## config.mk

```make
export PLATFORM = sky130hd
export DESIGN_NAME = accel_register_control
export DESIGN_NICKNAME = d
export VERILOG_FILES = /design/src/design/accel_reg_pkg.sv /design/src/design/spi_frame_shifter.sv /design/src/design/accel_register_control.sv
export VERILOG_INCLUDE_DIRS = /design/src /design/src/design
export SDC_FILE = /design/constraint.sdc
export NUM_CORES = 1
export LEC_CHECK = 0
export ABC_AREA = 1
export BUFFER_PORTS_ARGS = -buffer_cell sky130_fd_sc_hd__buf_2
export CAP_MARGIN = 30
export CORE_ASPECT_RATIO = 0.5
export CORE_MARGIN = 1
export CORE_UTILIZATION = 45
export DETAILED_ROUTE_END_ITERATION = 16
export PLACE_DENSITY_LB_ADDON = 0.15
export SYNTH_ARGS = -nofsm -noshare
export SYNTH_HDL_FRONTEND = slang
export SYNTH_SLANG_ARGS = --single-unit
```

## constraint.sdc

```tcl
create_clock -name clk_in -period 1.9 [get_ports clk_in]
set_clock_uncertainty 0.05 [all_clocks]
set_input_delay 0.095 -clock clk_in [delete_from_list [all_inputs] [get_ports clk_in]]
set_output_delay 0.095 -clock clk_in [all_outputs]
set_load 0.005 [all_outputs]
```

## src/design/accel_reg_cfg.svh

```systemverilog
// register map, field positions, reset values and timing for the accelerometer register bank
`ifndef ACCEL_REG_CFG_SVH
`define ACCEL_REG_CFG_SVH

// register addresses, six bits on the serial link
`define ADDR_W          6
`define ADDR_CTRL       6'h01
`define ADDR_STATUS     6'h02
`define ADDR_X_LSB      6'h04
`define ADDR_X_MSB      6'h05
`define ADDR_Y_LSB      6'h06
`define ADDR_Y_MSB      6'h07
`define ADDR_Z_LSB      6'h08
`define ADDR_Z_MSB      6'h09
`define ADDR_THERMO_LO  6'h0c
`define ADDR_THERMO_HI  6'h0d
`define ADDR_EVENT      6'h10
`define ADDR_PART_CODE  6'h1b

// field positions
`define EVT_OVERRANGE_BIT  6
`define EVT_GRAV_FAIL_BIT  5
`define EVT_RUN_FAIL_BIT   4
`define STAT_CSUM_BIT      1
`define RSP_OVERRANGE_BIT  6
`define RSP_FAULT_BIT      5
`define RSP_POWER_ON_RESET_FLAG_BIT      3

// reset values
`define CTRL_RESET       8'h40
`define OVERRANGE_RESET  1'b1
`define PART_CODE_RESET  8'h5a

// frame length and memory self check duration
`define FRAME_BITS     5'h10
`define CMD_BITS       5'h08
`define CLK_PERIOD_NS  4
`define MEM_CHECK_NS   85000
`define MEM_CNT_W      15

`endif

```

## src/design/accel_reg_pkg.sv

```systemverilog
// types shared by the accelerometer register bank and its serial shifter
package accel_reg_pkg;

  // control register layout, msb first
  typedef struct packed {
    logic rsv;
    logic power_on_reset_flag;
    logic power_down_ctl;
    logic sleep;
    logic health;
    logic mem_go;
    logic grav_go;
    logic miso_iso;
  } ctrl_t;

  // command byte of a frame
  typedef struct packed {
    logic [5:0] addr;
    logic       wr;
    logic       rsv;
  } spi_cmd_t;

  // sensor path samples, 13 bits each, axes in two's complement
  typedef struct packed {
    logic signed [12:0] accel_x;
    logic signed [12:0] accel_y;
    logic signed [12:0] accel_z;
    logic        [12:0] thermo;
  } sample_t;

endpackage

```

## src/design/spi_frame_shifter.sv

```systemverilog
// serial frame shifter: 16-bit frames, sample on sck rise, shift out on sck fall
`timescale 1ns/1ps
`include "accel_reg_cfg.svh"

module spi_frame_shifter
  import accel_reg_pkg::*;
(
  input  wire logic        clk_in,
  input  wire logic        sys_rst_in,
  input  wire logic        sck_in,
  input  wire logic        mosi_in,
  input  wire logic        cs_n_in,
  input  wire logic        accept_in,
  input  wire logic        drive_in,
  input  wire logic [7:0]  status_byte_in,
  input  wire logic [7:0]  resp_byte_in,
  output logic             cmd_valid_out,
  output logic             frame_done_out,
  output logic [15:0]      frame_out,
  output logic             miso_out,
  output logic             miso_oe_out
);

  logic       sck_q;
  logic       cs_n_q;
  logic       active_q;
  logic [4:0] cnt_q;
  logic [7:0] tx_q;

  // edge and frame start decode
  wire sck_rise = sck_in & ~sck_q;
  wire sck_fall = ~sck_in & sck_q;
  wire start    = ~cs_n_in & cs_n_q & accept_in;
  wire active_d = ~cs_n_in & (active_q | start);
  wire shift_in = sck_rise & active_q & (cnt_q < `FRAME_BITS);

  // receive side, count and pulses
  always_ff @(posedge clk_in) begin
    if (sys_rst_in) begin
      sck_q          <= 1'b0;
      cs_n_q         <= 1'b1;
      active_q       <= 1'b0;
      cnt_q          <= 5'h00;
      frame_out      <= 16'h0000;
      cmd_valid_out  <= 1'b0;
      frame_done_out <= 1'b0;
    end else begin
      sck_q          <= sck_in;
      cs_n_q         <= cs_n_in;
      active_q       <= active_d;
      cnt_q          <= start ? 5'h00 : (shift_in ? cnt_q + 5'h01 : cnt_q);
      frame_out      <= shift_in ? {frame_out[14:0], mosi_in} : frame_out;
      cmd_valid_out  <= shift_in & (cnt_q == `CMD_BITS - 5'h01);
      frame_done_out <= shift_in & (cnt_q == `FRAME_BITS - 5'h01);
    end
  end

  // transmit side: status byte first, then the read byte
  always_ff @(posedge clk_in) begin
    if (sys_rst_in) begin
      tx_q        <= 8'h00;
      miso_out    <= 1'b0;
      miso_oe_out <= 1'b0;
    end else begin
      miso_oe_out <= active_d & drive_in;
      if (start) begin
        miso_out <= status_byte_in[7];
        tx_q     <= {status_byte_in[6:0], 1'b0};
      end else if (sck_fall & active_q & (cnt_q == `CMD_BITS)) begin
        miso_out <= resp_byte_in[7];
        tx_q     <= {resp_byte_in[6:0], 1'b0};
      end else if (sck_fall & active_q) begin
        miso_out <= tx_q[7];
        tx_q     <= {tx_q[6:0], 1'b0};
      end
    end
  end

endmodule

```

## src/design/accel_register_control.sv

```systemverilog
// accelerometer register bank: temperature, event flags, part code and control
`timescale 1ns/1ps
`include "accel_reg_cfg.svh"

// Behaviour
// - thermo high read latches thermo low byte
// - overrange flag shows axis saturation
// - overrange mirrored in frame; host acknowledges
// - gravity check failure flag, raises frame fault
// - running check failure flag, raises frame fault
// - event flags sticky until register read
// - part code writable, never stored permanently
// - axis words in two's complement
// - power-on flag set by reset, write-zero clears
// - power-on flag sent as response bit 3
// - power-down bit, resets to zero
// - sleep refused while power-down set or setting
// - health check refused by power, sleep, memory
// - memory check blocks link, then self-clears
// - memory check refused by power-down or sleep
// - memory check runs at start-up, reports
// - gravity check self-clears, same interlocks
// - isolate bit keeps serial output released
// - thermo 13 bits unsigned, split high/low
// - axis high read latches axis low byte
// - checksum error flag raises frame fault
module accel_register_control
  import accel_reg_pkg::*;
#(
  parameter int unsigned MEM_CHECK_CYCLES =
    (`MEM_CHECK_NS + `CLK_PERIOD_NS - 1) / `CLK_PERIOD_NS,
  parameter logic [7:0]  PART_CODE_INIT   = `PART_CODE_RESET  // arbitrary value
)
(
  input  wire logic    clk_in,
  input  wire logic    sys_rst_in,
  input  wire logic    sck_in,
  input  wire logic    mosi_in,
  input  wire logic    cs_n_in,
  input  wire sample_t sample_in,
  input  wire logic    saturated_in,
  input  wire logic    gravity_done_in,
  input  wire logic    gravity_fail_in,
  input  wire logic    running_fail_in,
  input  wire logic    checksum_bad_in,
  output logic         miso_out,
  output logic         miso_oe_out,
  output logic         power_down_out,
  output logic         sleep_out,
  output logic         health_check_out,
  output logic         gravity_go_out,
  output logic         memory_check_busy_out
);

  localparam logic [`MEM_CNT_W-1:0] MEM_CNT_LOAD = MEM_CHECK_CYCLES[`MEM_CNT_W-1:0];

  ctrl_t                  ctrl_q;
  ctrl_t                  ctrl_d;
  ctrl_t                  ctrl_wr;
  ctrl_t                  ctrl_hold;
  logic                   ovr_q;
  logic                   grav_fail_q;
  logic                   run_fail_q;
  logic                   csum_err_q;
  logic [7:0]             part_code_q;
  logic [7:0]             resp_q;
  logic [`MEM_CNT_W-1:0]  mem_cnt_q;
  logic [7:0]             lsb_q [4];
  logic [12:0]            chan [4];
  logic                   cmd_valid;
  logic                   frame_done;
  logic [15:0]            frame;
  logic [7:0]             status_byte;
  logic [7:0]             rd_byte;

  // serial link
  spi_frame_shifter u_shifter (
    .clk_in         (clk_in),
    .sys_rst_in     (sys_rst_in),
    .sck_in         (sck_in),
    .mosi_in        (mosi_in),
    .cs_n_in        (cs_n_in),
    .accept_in      (~memory_check_busy_out),  // link blocked during memory
    .drive_in       (~ctrl_q.miso_iso),
    .status_byte_in (status_byte),
    .resp_byte_in   (resp_q),
    .cmd_valid_out  (cmd_valid),
    .frame_done_out (frame_done),
    .frame_out      (frame),
    .miso_out       (miso_out),
    .miso_oe_out    (miso_oe_out)
  );

  // command decode: read side effects at the command byte, writes at frame end
  spi_cmd_t cmd;
  assign cmd = spi_cmd_t'(frame[7:0]);
  spi_cmd_t wcmd;
  assign wcmd = spi_cmd_t'(frame[15:8]);
  wire [7:0] wd       = frame[7:0];
  wire       rd_cmd   = cmd_valid & ~cmd.wr;
  wire       wr_frame = frame_done & wcmd.wr;
  wire       wr_ctrl  = wr_frame & (wcmd.addr == `ADDR_CTRL);
  wire       wr_part  = wr_frame & (wcmd.addr == `ADDR_PART_CODE);
  wire       clr_evt  = rd_cmd & (cmd.addr == `ADDR_EVENT);
  wire       mem_busy = (mem_cnt_q != '0);
  wire       mem_done = (mem_cnt_q == {{(`MEM_CNT_W-1){1'b0}}, 1'b1});

  // sensor channels: x, y, z in two's complement, thermo unsigned
  assign chan[0] = sample_in.accel_x;
  assign chan[1] = sample_in.accel_y;
  assign chan[2] = sample_in.accel_z;
  assign chan[3] = sample_in.thermo;

  localparam logic [`ADDR_W-1:0] MSB_ADDR [4] =
    '{`ADDR_X_MSB, `ADDR_Y_MSB, `ADDR_Z_MSB, `ADDR_THERMO_HI};

  // a high byte read captures the low half of the same sample
  for (genvar i = 0; i < 4; i++) begin : g_latch
    always_ff @(posedge clk_in) begin
      if (sys_rst_in) begin
        lsb_q[i] <= 8'h00;
      end else if (rd_cmd & (cmd.addr == MSB_ADDR[i])) begin
        lsb_q[i] <= {chan[i][6:0], 1'b0};  // bit 0 unused
      end
    end
  end

  // register read values, reserved bits zero
  wire [7:0] evt_byte  = {1'b0, ovr_q, grav_fail_q, run_fail_q, 4'h0};
  wire [7:0] stat_byte = {6'h00, csum_err_q, 1'b0};
  wire [7:0] ctrl_byte = {1'b0, ctrl_q[6:0]};
  function automatic logic [7:0] hi_byte(input logic [12:0] s);
    hi_byte = {2'b00, s[12:7]};
  endfunction

  // read selection
  assign rd_byte =
    (cmd.addr == `ADDR_CTRL)      ? ctrl_byte :
    (cmd.addr == `ADDR_STATUS)    ? stat_byte :
    (cmd.addr == `ADDR_X_LSB)     ? lsb_q[0] :
    (cmd.addr == `ADDR_X_MSB)     ? hi_byte(chan[0]) :
    (cmd.addr == `ADDR_Y_LSB)     ? lsb_q[1] :
    (cmd.addr == `ADDR_Y_MSB)     ? hi_byte(chan[1]) :
    (cmd.addr == `ADDR_Z_LSB)     ? lsb_q[2] :
    (cmd.addr == `ADDR_Z_MSB)     ? hi_byte(chan[2]) :
    (cmd.addr == `ADDR_THERMO_LO) ? lsb_q[3] :
    (cmd.addr == `ADDR_THERMO_HI) ? hi_byte(chan[3]) :
    (cmd.addr == `ADDR_EVENT)     ? evt_byte :
    (cmd.addr == `ADDR_PART_CODE) ? part_code_q :
                                    8'h00;

  // response status byte sent first in every frame
  wire fault = grav_fail_q | run_fail_q | csum_err_q;
  assign status_byte = (8'h01 << `RSP_OVERRANGE_BIT) & {8{ovr_q}}
                     | (8'h01 << `RSP_FAULT_BIT) & {8{fault}}
                     | (8'h01 << `RSP_POWER_ON_RESET_FLAG_BIT) & {8{ctrl_q.power_on_reset_flag}};

  // response byte captured at the command byte
  always_ff @(posedge clk_in) begin
    if (sys_rst_in) begin
      resp_q <= 8'h00;
    end else if (rd_cmd) begin
      resp_q <= rd_byte;
    end
  end

  // sticky event flags: set wins over the read acknowledgement
  always_ff @(posedge clk_in) begin
    if (sys_rst_in) begin
      ovr_q       <= `OVERRANGE_RESET;  // settling after reset
      grav_fail_q <= 1'b0;
      run_fail_q  <= 1'b0;
    end else begin
      ovr_q       <= saturated_in | (ovr_q & ~clr_evt);
      grav_fail_q <= (gravity_done_in & gravity_fail_in) | (grav_fail_q & ~clr_evt);
      run_fail_q  <= running_fail_in | (run_fail_q & ~clr_evt);
    end
  end

  // part code: volatile copy only, nothing goes back to storage
  always_ff @(posedge clk_in) begin
    if (sys_rst_in) begin
      part_code_q <= PART_CODE_INIT;
    end else if (wr_part) begin
      part_code_q <= wd;
    end
  end

  // control write interlocks; a refused set leaves the bit at zero
  wire pd_set  = wd[5];
  wire sl_req  = wd[4] & ~ctrl_q.power_down_ctl & ~pd_set;
  wire pwr_blk = ctrl_q.power_down_ctl | ctrl_q.sleep | pd_set | sl_req;
  wire mem_req = wd[2] & ~pwr_blk;
  wire chk_blk = pwr_blk | ctrl_q.mem_go | mem_req;
  assign ctrl_wr = '{rsv:      1'b0,
                     power_on_reset_flag:    ctrl_q.power_on_reset_flag & wd[6],
                     power_down_ctl:     pd_set,
                     sleep:    sl_req,
                     health:   wd[3] & ~chk_blk,
                     mem_go:   mem_req,
                     grav_go:  wd[1] & ~chk_blk,
                     miso_iso: wd[0]};

  // self-clearing launch bits when their checks end
  always_comb begin
    ctrl_hold         = ctrl_q;
    ctrl_hold.mem_go  = ctrl_q.mem_go & ~mem_done;
    ctrl_hold.grav_go = ctrl_q.grav_go & ~gravity_done_in;
  end
  assign ctrl_d = wr_ctrl ? ctrl_wr : ctrl_hold;

  // control register; reset raises the power-on flag
  always_ff @(posedge clk_in) begin
    if (sys_rst_in) begin
      ctrl_q <= ctrl_t'(`CTRL_RESET);
    end else begin
      ctrl_q <= ctrl_d;
    end
  end

  // memory check timer, loaded at reset and on launch
  always_ff @(posedge clk_in) begin
    if (sys_rst_in) begin
      mem_cnt_q             <= MEM_CNT_LOAD;
      csum_err_q            <= 1'b0;
      memory_check_busy_out <= 1'b1;
    end else begin
      if (wr_ctrl & mem_req) begin
        mem_cnt_q <= MEM_CNT_LOAD;
      end else if (mem_busy) begin
        mem_cnt_q <= mem_cnt_q - {{(`MEM_CNT_W-1){1'b0}}, 1'b1};
      end
      if (mem_done) begin
        csum_err_q <= checksum_bad_in;  // result of the
      end
      memory_check_busy_out <= (wr_ctrl & mem_req) | (mem_busy & ~mem_done);
    end
  end

  // mode outputs straight from the control flops
  assign power_down_out   = ctrl_q.power_down_ctl;
  assign sleep_out        = ctrl_q.sleep;
  assign health_check_out = ctrl_q.health;
  assign gravity_go_out   = ctrl_q.grav_go;

  // checks
  thermo_latch_a: assert property (@(posedge clk_in) disable iff (sys_rst_in)
    rd_cmd && cmd.addr == `ADDR_THERMO_HI |=> lsb_q[3] == {$past(chan[3][6:0]), 1'b0})
    else $error("thermo low byte not captured on high read");

  axis_latch_a: assert property (@(posedge clk_in) disable iff (sys_rst_in)
    rd_cmd && cmd.addr == `ADDR_Y_MSB |=> lsb_q[1] == {$past(chan[1][6:0]), 1'b0})
    else $error("axis low byte not captured on high read");

  overrange_set_a: assert property (@(posedge clk_in) disable iff (sys_rst_in)
    saturated_in |=> ovr_q ##1 (ovr_q || $past(clr_evt)))
    else $error("overrange flag lost");

  event_ack_a: assert property (@(posedge clk_in) disable iff (sys_rst_in)
    clr_evt && !saturated_in && !running_fail_in |=> !ovr_q && !run_fail_q)
    else $error("event flags not cleared by read");

  fault_bit_a: assert property (@(posedge clk_in) disable iff (sys_rst_in)
    running_fail_in |=> status_byte[`RSP_FAULT_BIT])
    else $error("running check failure missing from frame fault");

  power_on_reset_flag_keep_a: assert property (@(posedge clk_in) disable iff (sys_rst_in)
    !ctrl_q.power_on_reset_flag |=> !ctrl_q.power_on_reset_flag)
    else $error("power-on flag set without reset");

  sleep_lock_a: assert property (@(posedge clk_in) disable iff (sys_rst_in)
    wr_ctrl && (ctrl_q.power_down_ctl || wd[5]) |=> !ctrl_q.sleep)
    else $error("sleep accepted under power-down");

  check_lock_a: assert property (@(posedge clk_in) disable iff (sys_rst_in)
    wr_ctrl && (ctrl_q.power_down_ctl || ctrl_q.sleep || wd[2]) |=> !ctrl_q.health && !ctrl_q.grav_go)
    else $error("self check launched against interlock");

  mem_block_a: assert property (@(posedge clk_in) disable iff (sys_rst_in)
    $rose(ctrl_q.mem_go) |-> memory_check_busy_out [*8])
    else $error("link not blocked during memory check");

  mem_clear_a: assert property (@(posedge clk_in) disable iff (sys_rst_in)
    $fell(memory_check_busy_out) |-> !ctrl_q.mem_go)
    else $error("memory check bit not cleared at end");

  miso_iso_a: assert property (@(posedge clk_in) disable iff (sys_rst_in)
    ctrl_q.miso_iso ##1 ctrl_q.miso_iso |-> !miso_oe_out)
    else $error("serial output driven while isolated");

  part_write_a: assert property (@(posedge clk_in) disable iff (sys_rst_in)
    wr_part |=> part_code_q == $past(wd))
    else $error("part code write lost");

  grav_flag_a: assert property (@(posedge clk_in) disable iff (sys_rst_in)
    gravity_done_in && gravity_fail_in |=> grav_fail_q && status_byte[`RSP_FAULT_BIT])
    else $error("gravity check failure not flagged");

  mem_lock_a: assert property (@(posedge clk_in) disable iff (sys_rst_in)
    wr_ctrl && (ctrl_q.power_down_ctl || ctrl_q.sleep || wd[5] || wd[4]) |=> !ctrl_q.mem_go)
    else $error("memory check launched under power mode");

  power_down_ctl_write_a: assert property (@(posedge clk_in) disable iff (sys_rst_in)
    wr_ctrl |=> ctrl_q.power_down_ctl == $past(wd[5]))
    else $error("power-down bit not written");

  rsv_zero_a: assert property (@(posedge clk_in) disable iff (sys_rst_in)
    wr_ctrl |=> !ctrl_q.rsv)
    else $error("reserved control bit took a write");

  grav_clear_a: assert property (@(posedge clk_in) disable iff (sys_rst_in)
    gravity_done_in && !wr_ctrl |=> !ctrl_q.grav_go)
    else $error("gravity check bit not cleared at end");

  miso_idle_a: assert property (@(posedge clk_in) disable iff (sys_rst_in)
    cs_n_in |=> !miso_oe_out)
    else $error("serial output driven between frames");

  frame_refuse_a: assert property (@(posedge clk_in) disable iff (sys_rst_in)
    $fell(cs_n_in) && memory_check_busy_out |=> !miso_oe_out)
    else $error("frame accepted during memory check");

  power_on_reset_flag_clear_a: assert property (@(posedge clk_in) disable iff (sys_rst_in)
    wr_ctrl && !wd[6] |=> !ctrl_q.power_on_reset_flag)
    else $error("power-on flag not cleared by write");

  csum_result_a: assert property (@(posedge clk_in) disable iff (sys_rst_in)
    mem_done |=> csum_err_q == $past(checksum_bad_in))
    else $error("memory check result not reported");

  event_hold_a: assert property (@(posedge clk_in) disable iff (sys_rst_in)
    grav_fail_q && !clr_evt |=> grav_fail_q)
    else $error("gravity failure flag dropped without read");

  refuse_apply_a: assert property (@(posedge clk_in) disable iff (sys_rst_in)
    wr_ctrl && wd[5] && wd[4] |=> ctrl_q.power_down_ctl && !ctrl_q.sleep)
    else $error("refused write not applied in part");

endmodule

```

==> summary.txt, run 1 <==
Placement
  • Dpl ws: 0.0714 ns
  • Final RePlAce weighted congestion: 0.956
  • Dpl cells: 882
  • HPWL after detailed placement: 9.68 mm
  • Placed inst area: 5650 µm²
  • Port buffer count: 68

Finish
  • Sequential cell area: 2410 µm²
  • Commonest non-fill, non-tap cell in the layout: nand2_1
  • Syn-to-layout area delta: 25.1%
  • Fillers: 1,001
  • Antenna Diode Count: 0
  • Final Util: 59.7%
  • Area of the multi-input gates: 2200 µm²
  • Share of layout cells above drive strength 1: 19.5%
  • Non-Filler Instances: 926
  • Design Area, Final: 6270 µm²
  • Commonest non-fill, non-tap cells in the layout: 115 x nand2_1, 99 x inv_1, 82 x nor2_1
  • Fin nets: 848

Power
  • Worst IR Drop VDD: 0.451 mV
  • Pwr Density: 710 nW/µm²
  • Total Power: 4.45 mW
  • Static leakage: 2.85 nW

Detailed routing
  • ANT nets after route: 0
  • Post-DR wirelength/cell: 14.2 µm
  • Via count: 4,674
  • Routed WL: 13.2 mm
  • Detailed Routing Iterations Pass 1: 5
  • DR iter-0 viols: 314
  • Drt via density: 5.05
  • DRC Markers: 0

Critical path
  • Crit path required time: 2.10 ns
  • Worst reg2reg endpoint: mem_cnt_q[12]
  • R2R cell count: 10
  • Critical Path Fanout Max: 3
  • CP Launch Type: register
  • WS Path Type: reg -> reg
  • Worst Path Arrival: 2.00 ns
  • Reg2Reg Setup Slack: 0.10 ns
  • Worst setup EP type: register
  • R2r startpoint: mem_cnt_q[0]

STA
  • Setup TNS: 0 ns
  • Final hold viol count: 0
  • Post-route setup slack: 0.105 ns
  • Worst rel slew slack: 71.1%
  • Slew Limit Fails: 0
  • WHS: 0.000321 ns
  • Final setup fails: 0
  • F_max: 557 MHz
  • Post-layout min period: 1.80 ns
  • Worst-Margin Slew: 0.433 ns
  • Tcrit/Tclk final: 94.5%
  • RSZ-0062 raised after global routing: yes

Min path
  • Min-delay src: sample_in[31]
  • Hold WC Path Type: in -> reg
  • Hold Path Cell Cnt: 3
  • Min-Delay Endpoint: lsb_q[1][5]

GRT
  • Largest net degree at the start of global routing: 33
  • Met3 Use GR: 5.03%
  • Overflow after GRT: 0
  • Vias in the first global route: 4,418
  • Initial antenna violation count: 0
  • Busiest grt layer: met2
  • First-pass GRT wire length: 21.7 mm
  • Met2 Use GR: 36.5%
  • Met1 usage: 34.8%
  • Tot GR Track Use: 24.3%

Synthesis
  • Post-synth ARST share: 0%
  • Main synth FF type: dfxtp_1
  • Register area share after synthesis: 47.9%
  • Post-Syn Area: 5010 µm²
  • EDFF count, synth: 28
  • Syn nets: 734
  • Synthesis-stage register bit count: 106
  • Synthesized area per cell: 7.52 µm²
  • Yosys warns: 0
  • Cells after Synth: 667
  • Cell variety after synth: 41

Die
  • DIE WIDTH: 151 µm
  • I/O pins: 69
  • Core Box Area: 10,500 µm²
  • Chip Height: 76.6 µm
  • Row Count: 26
  • Initial Utilization: 47.7%
  • Die ar.: 11,600 µm²

Clock network
  • CTS tree: done
  • Reg clk slew, reported paths: 0.07 ns
  • CTS HTree Levels: 3
  • Clock Sinks: 106
  • Max Root-Sink Buffers: 2
  • Total CTS buffers: 9
  • Worst-skew pair later-pin latency: 0.36 ns
  • CTS root buf: clkbuf_16

Job
  • Max Cap Viol: 0

Outcome
  • Outcome: completed
[logic make-up (layout without fill, tap and decap cells)]
kind of cell | count (synthesis) | count (layout) | share of synthesized area (%)
simple gates | 291 | 291 | 25.8
compound gates | 137 | 137 | 14.8
buf+inv | 123 | 242 | 9.36
flops | 106 | 106 | 47.9
fa+ha+maj | 5 | 5 | 1.25
xor+xnor | 5 | 5 | 0.873
[state kept, by name, indices dropped and copies added, names as in the netlist, 3 cells and up]
register	count
u_shifter.tx_q	7
lsb_q	28
mem_cnt_q	15
u_shifter.cnt_q	5
part_code_q	8
resp_q	8
ctrl_byte	3
u_shifter.frame_out	16
[final cells by class]
| class | count | share of cell area (%) |
|---|---|---|
| Tap cell | 140 | 2.79 |
| Multi-Input combinational cell | 438 | 35.1 |
| Sequential cell | 106 | 38.5 |
| Clock inverter | 4 | 0.439 |
| Timing Repair Buffer | 120 | 12.9 |
| Clock buffer | 12 | 3.93 |
| Inverter | 106 | 6.40 |
[synth_stat cells (4+ instances only)]
cell / n / area [µm²]
clkbuf_1: 13 / 48.8
nor3_1: 11 / 55.1
inv_2: 6 / 22.5
nor4_1: 4 / 25.0
nand4_1: 9 / 56.3
dfxtp_1: 78 / 1560
ha_1: 5 / 62.6
nand2_2: 4 / 25.0
nand3_1: 33 / 165
edfxtp_1: 28 / 841
o21ai_0: 57 / 285
a31oi_1: 4 / 25.0
nand2_1: 116 / 435
nor2_2: 6 / 37.5
or2_2: 8 / 50.1
inv_1: 99 / 372
a21oi_1: 56 / 280
xor2_1: 5 / 43.8
nor2_1: 87 / 327
o211ai_1: 4 / 30.0
[metal layers]
layer / wire, µm / part of all wire [%] / vias to the layer above
li1: - / - / 2392
met1: 6580 / 50 / 2141
met2: 5730 / 43 / 125
met3: 698 / 5.3 / 16
met4: 189 / 1.4 / 0
met5: 0 / 0 / -
[where the power goes]
group	internal, mW	switching (mW)	total (mW)	leakage [nW]
registers	2.36	0.0307	2.39	0.922
clock network	0.923	0.832	1.75	0.121
logic	0.147	0.164	0.312	1.81
total	3.43	1.03	4.45	2.85
[worst max-delay path: stages, from the launching register on]
cell and delay (ns):
dfxtp_2 0.32, inv_1 0.09, ha_1 0.19, inv_1 0.07, nor2_2 0.13, nand2_2 0.09
or3_4 0.36, nor2_2 0.11, nand3_1 0.09, xor2_1 0.14, nand2_1 0.06
[worst max-delay path by stage]
| stage | startpoint | to | slack (ns) |
|---|---|---|---|
| floorplan | u_shifter.frame_out[1] | lsb_q[2][0] | 0.05 |
| global placement | u_shifter.frame_out[2] | resp_q[4] | 0.09 |
| detailed placement | mem_cnt_q[0] | mem_cnt_q[12] | 0.07 |
| CTS | u_shifter.frame_out[5] | resp_q[4] | 0.05 |
| global route | mem_cnt_q[0] | mem_cnt_q[12] | -0.03 |
| finish | mem_cnt_q[0] | mem_cnt_q[12] | 0.10 |
[repair_timing]
item                                    CTS  global route
hold buffers                             27             0
endpoints found under the setup margin    0            16
hold endpoints to repair                 26             0
gates resized for setup                   0            24
buffers inserted                          0             1
No activity file was read; power rests on OpenSTA's default activity.
==> inputs of run 2 (changes only) <==
- HOLD_SLACK_MARGIN: not set -> 0.1
==> summary.txt, run 2 (synthesis results as in run 1) <==
STA
  • Setup TNS: 0 ns (unchanged)
  • Slew Limit Fails: 0 (unchanged)
  • F_max: 557 MHz (about the same)
  • Worst rel slew slack: 70.6% (-0.53 points)
  • WHS: 0.124 ns (+0.124 ns)
  • RSZ-0062 raised after global routing: yes
  • Final setup fails: 0 (unchanged)
  • Tcrit/Tclk final: 94.5% (about the same)
  • Post-route setup slack: 0.105 ns (+0.00000700 ns)
  • Final hold viol count: 0 (unchanged)
  • Worst-Margin Slew: 0.441 ns (+0.00790 ns)
  • Post-layout min period: 1.80 ns (-0.00000700 ns)

Finish
  • Final Util: 61.0% (+1.3 points)
  • Share of layout cells above drive strength 1: 19.1% (-0.34 points)
  • Commonest non-fill, non-tap cell in the layout: nand2_1
  • Design Area, Final: 6410 µm² (+2.2%)
  • Fillers: 979 (-2.2%)
  • Syn-to-layout area delta: 27.9%
  • Max reg flops: 28 (unchanged)
  • Antenna Diode Count: 0 (unchanged)
  • Fin nets: 862 (+1.7%)
  • Non-Filler Instances: 940 (+1.5%)
  • Largest register by flop count: lsb_q
  • Largest regs: lsb_q x28, u_shifter.frame_out x16, mem_cnt_q x15
  • Commonest non-fill, non-tap cells in the layout: 115 x nand2_1, 99 x inv_1, 82 x nor2_1

GRT
  • Vias in the first global route: 4,500 (+1.9%)
  • Busiest grt layer: met2
  • Overflow after GRT: 0 (unchanged)
  • Met1 usage: 35.3% (+0.45 points)
  • Largest net degree at the start of global routing: 33 (unchanged)
  • First-pass GRT wire length: 22.2 mm (+2.3%)
  • Met2 Use GR: 37.9% (+1.4 points)
  • Tot GR Track Use: 24.9% (+0.61 points)
  • Initial antenna violation count: 0 (unchanged)
  • Met3 Use GR: 4.97% (-0.060 points)

Placement
  • Dpl ws: 0.0714 ns (unchanged)
  • Final RePlAce weighted congestion: 0.956 (unchanged)
  • Placed inst area: 5650 µm² (unchanged)
  • Port buffer count: 68 (unchanged)
  • Dpl cells: 882 (unchanged)
  • HPWL after detailed placement: 9.68 mm (unchanged)

Outcome
  • Outcome: completed

Critical path
  • WS Path Type: reg -> reg
  • Critical Path Fanout Max: 3 (unchanged)
  • CP Launch Type: register
  • Worst setup EP type: register
  • R2R cell count: 10 (unchanged)
  • Crit path required time: 2.10 ns (about the same)
  • Worst reg2reg endpoint: mem_cnt_q[12]
  • Worst Path Arrival: 2.00 ns (about the same)
  • Reg2Reg Setup Slack: 0.10 ns (about the same)
  • R2r startpoint: mem_cnt_q[0]

Clock network
  • Max Root-Sink Buffers: 2 (unchanged)
  • Clock Sinks: 106 (unchanged)
  • Reg clk slew, reported paths: 0.07 ns (about the same)
  • CTS tree: done
  • Total CTS buffers: 9 (unchanged)
  • Worst-skew pair later-pin latency: 0.36 ns (about the same)
  • CTS root buf: clkbuf_16
  • CTS HTree Levels: 3 (unchanged)

Die
  • Chip Height: 76.6 µm (unchanged)
  • Die ar.: 11,600 µm² (unchanged)
  • I/O pins: 69 (unchanged)
  • Core Box Area: 10,500 µm² (unchanged)
  • Initial Utilization: 47.7% (unchanged)
  • Row Count: 26 (unchanged)
  • DIE WIDTH: 151 µm (unchanged)

Detailed routing
  • DRC Markers: 0 (unchanged)
  • Routed WL: 13.6 mm (+3.4%)
  • Via count: 4,761 (+1.9%)
  • Drt via density: 5.06 (+0.34%)
  • DR iter-0 viols: 333 (+6.1%)
  • Post-DR wirelength/cell: 14.5 µm (+1.8%)
  • Detailed Routing Iterations Pass 1: 5 (unchanged)
  • ANT nets after route: 0 (unchanged)

Min path
  • Hold WC Path Type: in -> reg
  • Hold Path Cell Cnt: 3 (unchanged)
  • Min-Delay Endpoint: u_shifter.tx_q[5]
  • Min-delay src: sys_rst_in

Power
  • Worst IR Drop VDD: 0.458 mV (+1.6%)
  • Total Power: 4.49 mW (+0.68%)
  • Flop pwr share: 53.3% (-0.3 points)
  • Proportion of power drawn by the clock network: 39.2% (-0.2 points)
  • Sw Share: 23.1% (+0.10 points)
  • Pwr Density: 699 nW/µm² (-1.5%)
  • Switching power: 1.04 mW (+1.1%)
  • Static leakage: 2.91 nW (+2.1%)
  • Comb pwr share: 7.5% (+0.5 points)
  • Int Power: 3.45 mW (+0.55%)

Job
  • Max Cap Viol: 0 (unchanged)
run 2: what timing repair did:
item | 4_1_cts | 5_1_grt
hold buffers | 41 | 0
gates resized for setup | 0 | 24
endpoints found under the hold margin | 40 | 0
setup buffers | 0 | 1
setup endpoints to repair | 0 | 17
run 2: worst max-delay path, stage by stage, from the launching register on:
cell and delay [ns]:
dfxtp_2 0.32, inv_1 0.09, ha_1 0.19, inv_1 0.07, nor2_2 0.13, nand2_2 0.09
or3_4 0.36, nor2_2 0.11, nand3_1 0.09, xor2_1 0.14, nand2_1 0.06
run 2: worst max-delay path by stage:
stage / slack (ns) / end / start / cells past startpoint
finish: 0.10 / mem_cnt_q[12] / mem_cnt_q[0] / 10
global route: -0.03 / mem_cnt_q[12] / mem_cnt_q[0] / 10
CTS: 0.05 / resp_q[4] / u_shifter.frame_out[5] / 11
detailed placement: 0.07 / mem_cnt_q[12] / mem_cnt_q[0] / 10
global placement: 0.09 / resp_q[4] / u_shifter.frame_out[2] / 10
floorplan: 0.05 / lsb_q[2][0] / u_shifter.frame_out[1] / 3
run 2: cell type report:
class                   instances  area (µm²)  share of cell area [%]
repair buffers                134         951                    14.8
multi-input cells             438        2200                    34.3
well taps                     140         175                    2.73
inverters                     106         402                    6.26
flip-flops and latches        106        2410                    37.6
clock buffers                  12         246                    3.84
clock inverters                 4        27.5                   0.429
run 2: power groups by stage:
stage / logic [mW] / registers [mW] / clock network [mW]
6_report: 0.337 / 2.39 / 1.76
3_3_place_gp: 0.258 / 2.44 / 0
2_1_floorplan: 0.145 / 2.43 / 0
3_5_place_dp: 0.258 / 2.44 / 0
4_1_cts: 0.324 / 2.39 / 1.78
5_1_grt: 0.376 / 2.39 / 1.87
run 2: routing by layer:
| metal | up-vias | routed length (µm) |
|---|---|---|
| li1 | 2421 | - |
| met1 | 2186 | 6630 |
| met2 | 136 | 6020 |
| met3 | 18 | 767 |
| met4 | 0 | 221 |
| met5 | - | 0 |
==> inputs of run 3 (changes only) <==
- PLACE_DENSITY_LB_ADDON: 0.15 -> 0.1
- clock period: 1.9 -> 1.8 ns (I/O delays scaled with it)
==> summary.txt, run 3 (synthesis results as in run 1) <==
Power
  • Worst IR Drop VDD: 0.475 mV (+3.7%)
  • Pwr Density: 740 nW/µm² (+5.8%)
  • Static leakage: 3.06 nW (+5.0%)
  • Total Power: 4.95 mW (+10%)

Clock network
  • Reg clk slew, reported paths: 0.07 ns (about the same)
  • Worst-skew pair later-pin latency: 0.34 ns (-0.02 ns)
  • Total CTS buffers: 9 (unchanged)
  • CTS tree: done
  • Clock Sinks: 106 (unchanged)
  • CTS root buf: clkbuf_16
  • Max Root-Sink Buffers: 2 (unchanged)
  • CTS HTree Levels: 3 (unchanged)

Finish
  • Antenna Diode Count: 0 (unchanged)
  • Largest regs: lsb_q x28, u_shifter.frame_out x16, mem_cnt_q x15
  • Commonest non-fill, non-tap cell in the layout: nand2_1
  • Non-Filler Instances: 963 (+2.4%)
  • Commonest non-fill, non-tap cells in the layout: 111 x nand2_1, 91 x inv_1, 80 x nor2_1
  • Largest register by flop count: lsb_q
  • Design Area, Final: 6690 µm² (+4.4%)
  • Max reg flops: 28 (unchanged)
  • Share of layout cells above drive strength 1: 23.8% (+4.7 points)
  • Syn-to-layout area delta: 33.5%
  • Fin nets: 885 (+2.7%)

Critical path
  • Crit path required time: 1.98 ns (-0.12 ns)
  • Worst Path Arrival: 1.91 ns (-0.09 ns)
  • Critical Path Fanout Max: 3 (unchanged)
  • Worst setup EP type: register
  • Crit-path most repeated cell: inv_2
  • Crit path cell chain: inv_2 > ha_4 > inv_2 > nor2_4 > nand2_2 > or3_4 > buf_4 > o31ai_2 > nand2_1
  • Slowest stage delay, CP: 0.41 ns (+0.05 ns)
  • CP Launch Type: register
  • Slowest-stage cell, CP: or3_4
  • WS Path Type: reg -> reg

Detailed routing
  • ANT nets after route: 0 (unchanged)
  • DR iter-0 viols: 361 (+8.4%)
  • Post-DR wirelength/cell: 14.8 µm (+1.9%)
  • Via count: 4,880 (+2.5%)
  • Drt via density: 5.07 (about the same)
  • Routed WL: 14.2 mm (+4.4%)
  • Detailed Routing Iterations Pass 1: 5 (unchanged)
  • DRC Markers: 0 (unchanged)

Placement
  • Port buffer count: 68 (unchanged)
  • Dpl ws: -0.0721 ns (-0.144 ns)
  • Final RePlAce weighted congestion: 0.894 (-6.4%)
  • HPWL after detailed placement: 10.4 mm (+7.4%)
  • Dpl cells: 901 (+2.2%)
  • Placed inst area: 5790 µm² (+2.5%)

Outcome
  • Outcome: completed

STA
  • Final setup fails: 0 (unchanged)
  • Worst rel slew slack: 63.7% (-6.8 points)
  • Worst-Margin Slew: 0.544 ns (+0.103 ns)
  • Tcrit/Tclk final: 96.3% (+1.8 points)
  • Slew Limit Fails: 0 (unchanged)
  • F_max: 577 MHz (+3.6%)
  • Post-route setup slack: 0.0674 ns (-0.0376 ns)
  • Final hold viol count: 0 (unchanged)
  • Post-layout min period: 1.73 ns (-0.0624 ns)

Die
  • Row Count: 26 (unchanged)
  • I/O pins: 69 (unchanged)
  • Chip Height: 76.6 µm (unchanged)
  • Core Box Area: 10,500 µm² (unchanged)
  • DIE WIDTH: 151 µm (unchanged)
  • Initial Utilization: 47.7% (unchanged)
  • Die ar.: 11,600 µm² (unchanged)

GRT
  • Initial antenna violation count: 0 (unchanged)
  • Tot GR Track Use: 26.2% (+1.3 points)
  • Largest net degree at the start of global routing: 22 (-33%)
  • Vias in the first global route: 4,751 (+5.6%)
  • First-pass GRT wire length: 23.4 mm (+5.6%)
  • Overflow after GRT: 0 (unchanged)

Job
  • Max Cap Viol: 0 (unchanged)

Min path
  • Hold WC Path Type: in -> reg
## run 3: changes by cell type in the layout (fill, tap and decap cells not counted), sizes merged
cell         change
buf             +24
clkinvlp         -5
bufinv           +2
clkinv           +2
clkbuf           +1
dlygate4sd3      -1
## run 3: metal layers
metal / part of all wire (%) / GRT usage (%) / up-vias
met5: 0 / 0 / -
met2: 44 / 39.6 / 115
li1: - / - / 2474
met3: 4.6 / 5.33 / 16
met4: 1.1 / 6.00 / 0
met1: 50 / 38.2 / 2275
## run 3: path summary, 6_finish.rpt
kind / start / end / slack (ns) / depth (start not counted)
worst min register to register: ctrl_byte[0] / u_shifter.miso_oe_out / 0.37 / 1
worst min-delay path: sample_in[49] / resp_q[3] / 0.09 / 5
worst max register to register: mem_cnt_q[1] / mem_cnt_q[14] / 0.07 / 9
worst max-delay path: mem_cnt_q[1] / mem_cnt_q[14] / 0.07 / 9
## run 3: metrics by stage
stage	setup TNS, ns	hold slack [ns]	util [%]
2_1_floorplan	0	0.128	-
3_3_place_gp	-0.101	0.227	55.1
3_5_place_dp	-0.162	0.232	55.1
4_1_cts	-0.00428	0.103	62.1
5_1_grt	-0.0525	0.132	63.7
6_report	0	0.0904	63.7
## run 3: what timing repair did
item | in CTS | in global routing
setup endpoints to repair | 3 | 39
hold buffers | 40 | 0
setup buffers | 1 | 5
gates resized for setup | 5 | 48
endpoints found under the hold margin | 39 | 0
gates cloned | 0 | 0
pin swaps | 1 | 15
## run 3: power by group
| part | leakage [nW] | total (mW) | switching (mW) | internal, mW |
|---|---|---|---|---|
| registers | 0.924 | 2.52 | 0.0346 | 2.49 |
| clock network | 0.145 | 2.05 | 0.833 | 1.22 |
| logic | 1.99 | 0.378 | 0.193 | 0.184 |
| total | 3.06 | 4.95 | 1.06 | 3.89 |
## run 3: worst max-delay path, delay by kind of cell, from the launching register on
family                   cells  cell delay (ns)
AO/OA/AOI/OAI                1             0.18
flip-flops                   1             0.33
adder cells (fa/ha/maj)      1             0.13
buffers and inverters        3             0.27
AND/OR/NAND/NOR              4             0.66
## run 3: area by class of cell
cell class,instances,area [µm²]
multi-input cells,438,2280
clock buffers,13,240
inverters,106,398
clock inverters,3,63.8
flip-flops and latches,106,2410
repair buffers,157,1120
fillers,961,3810
well taps,140,175
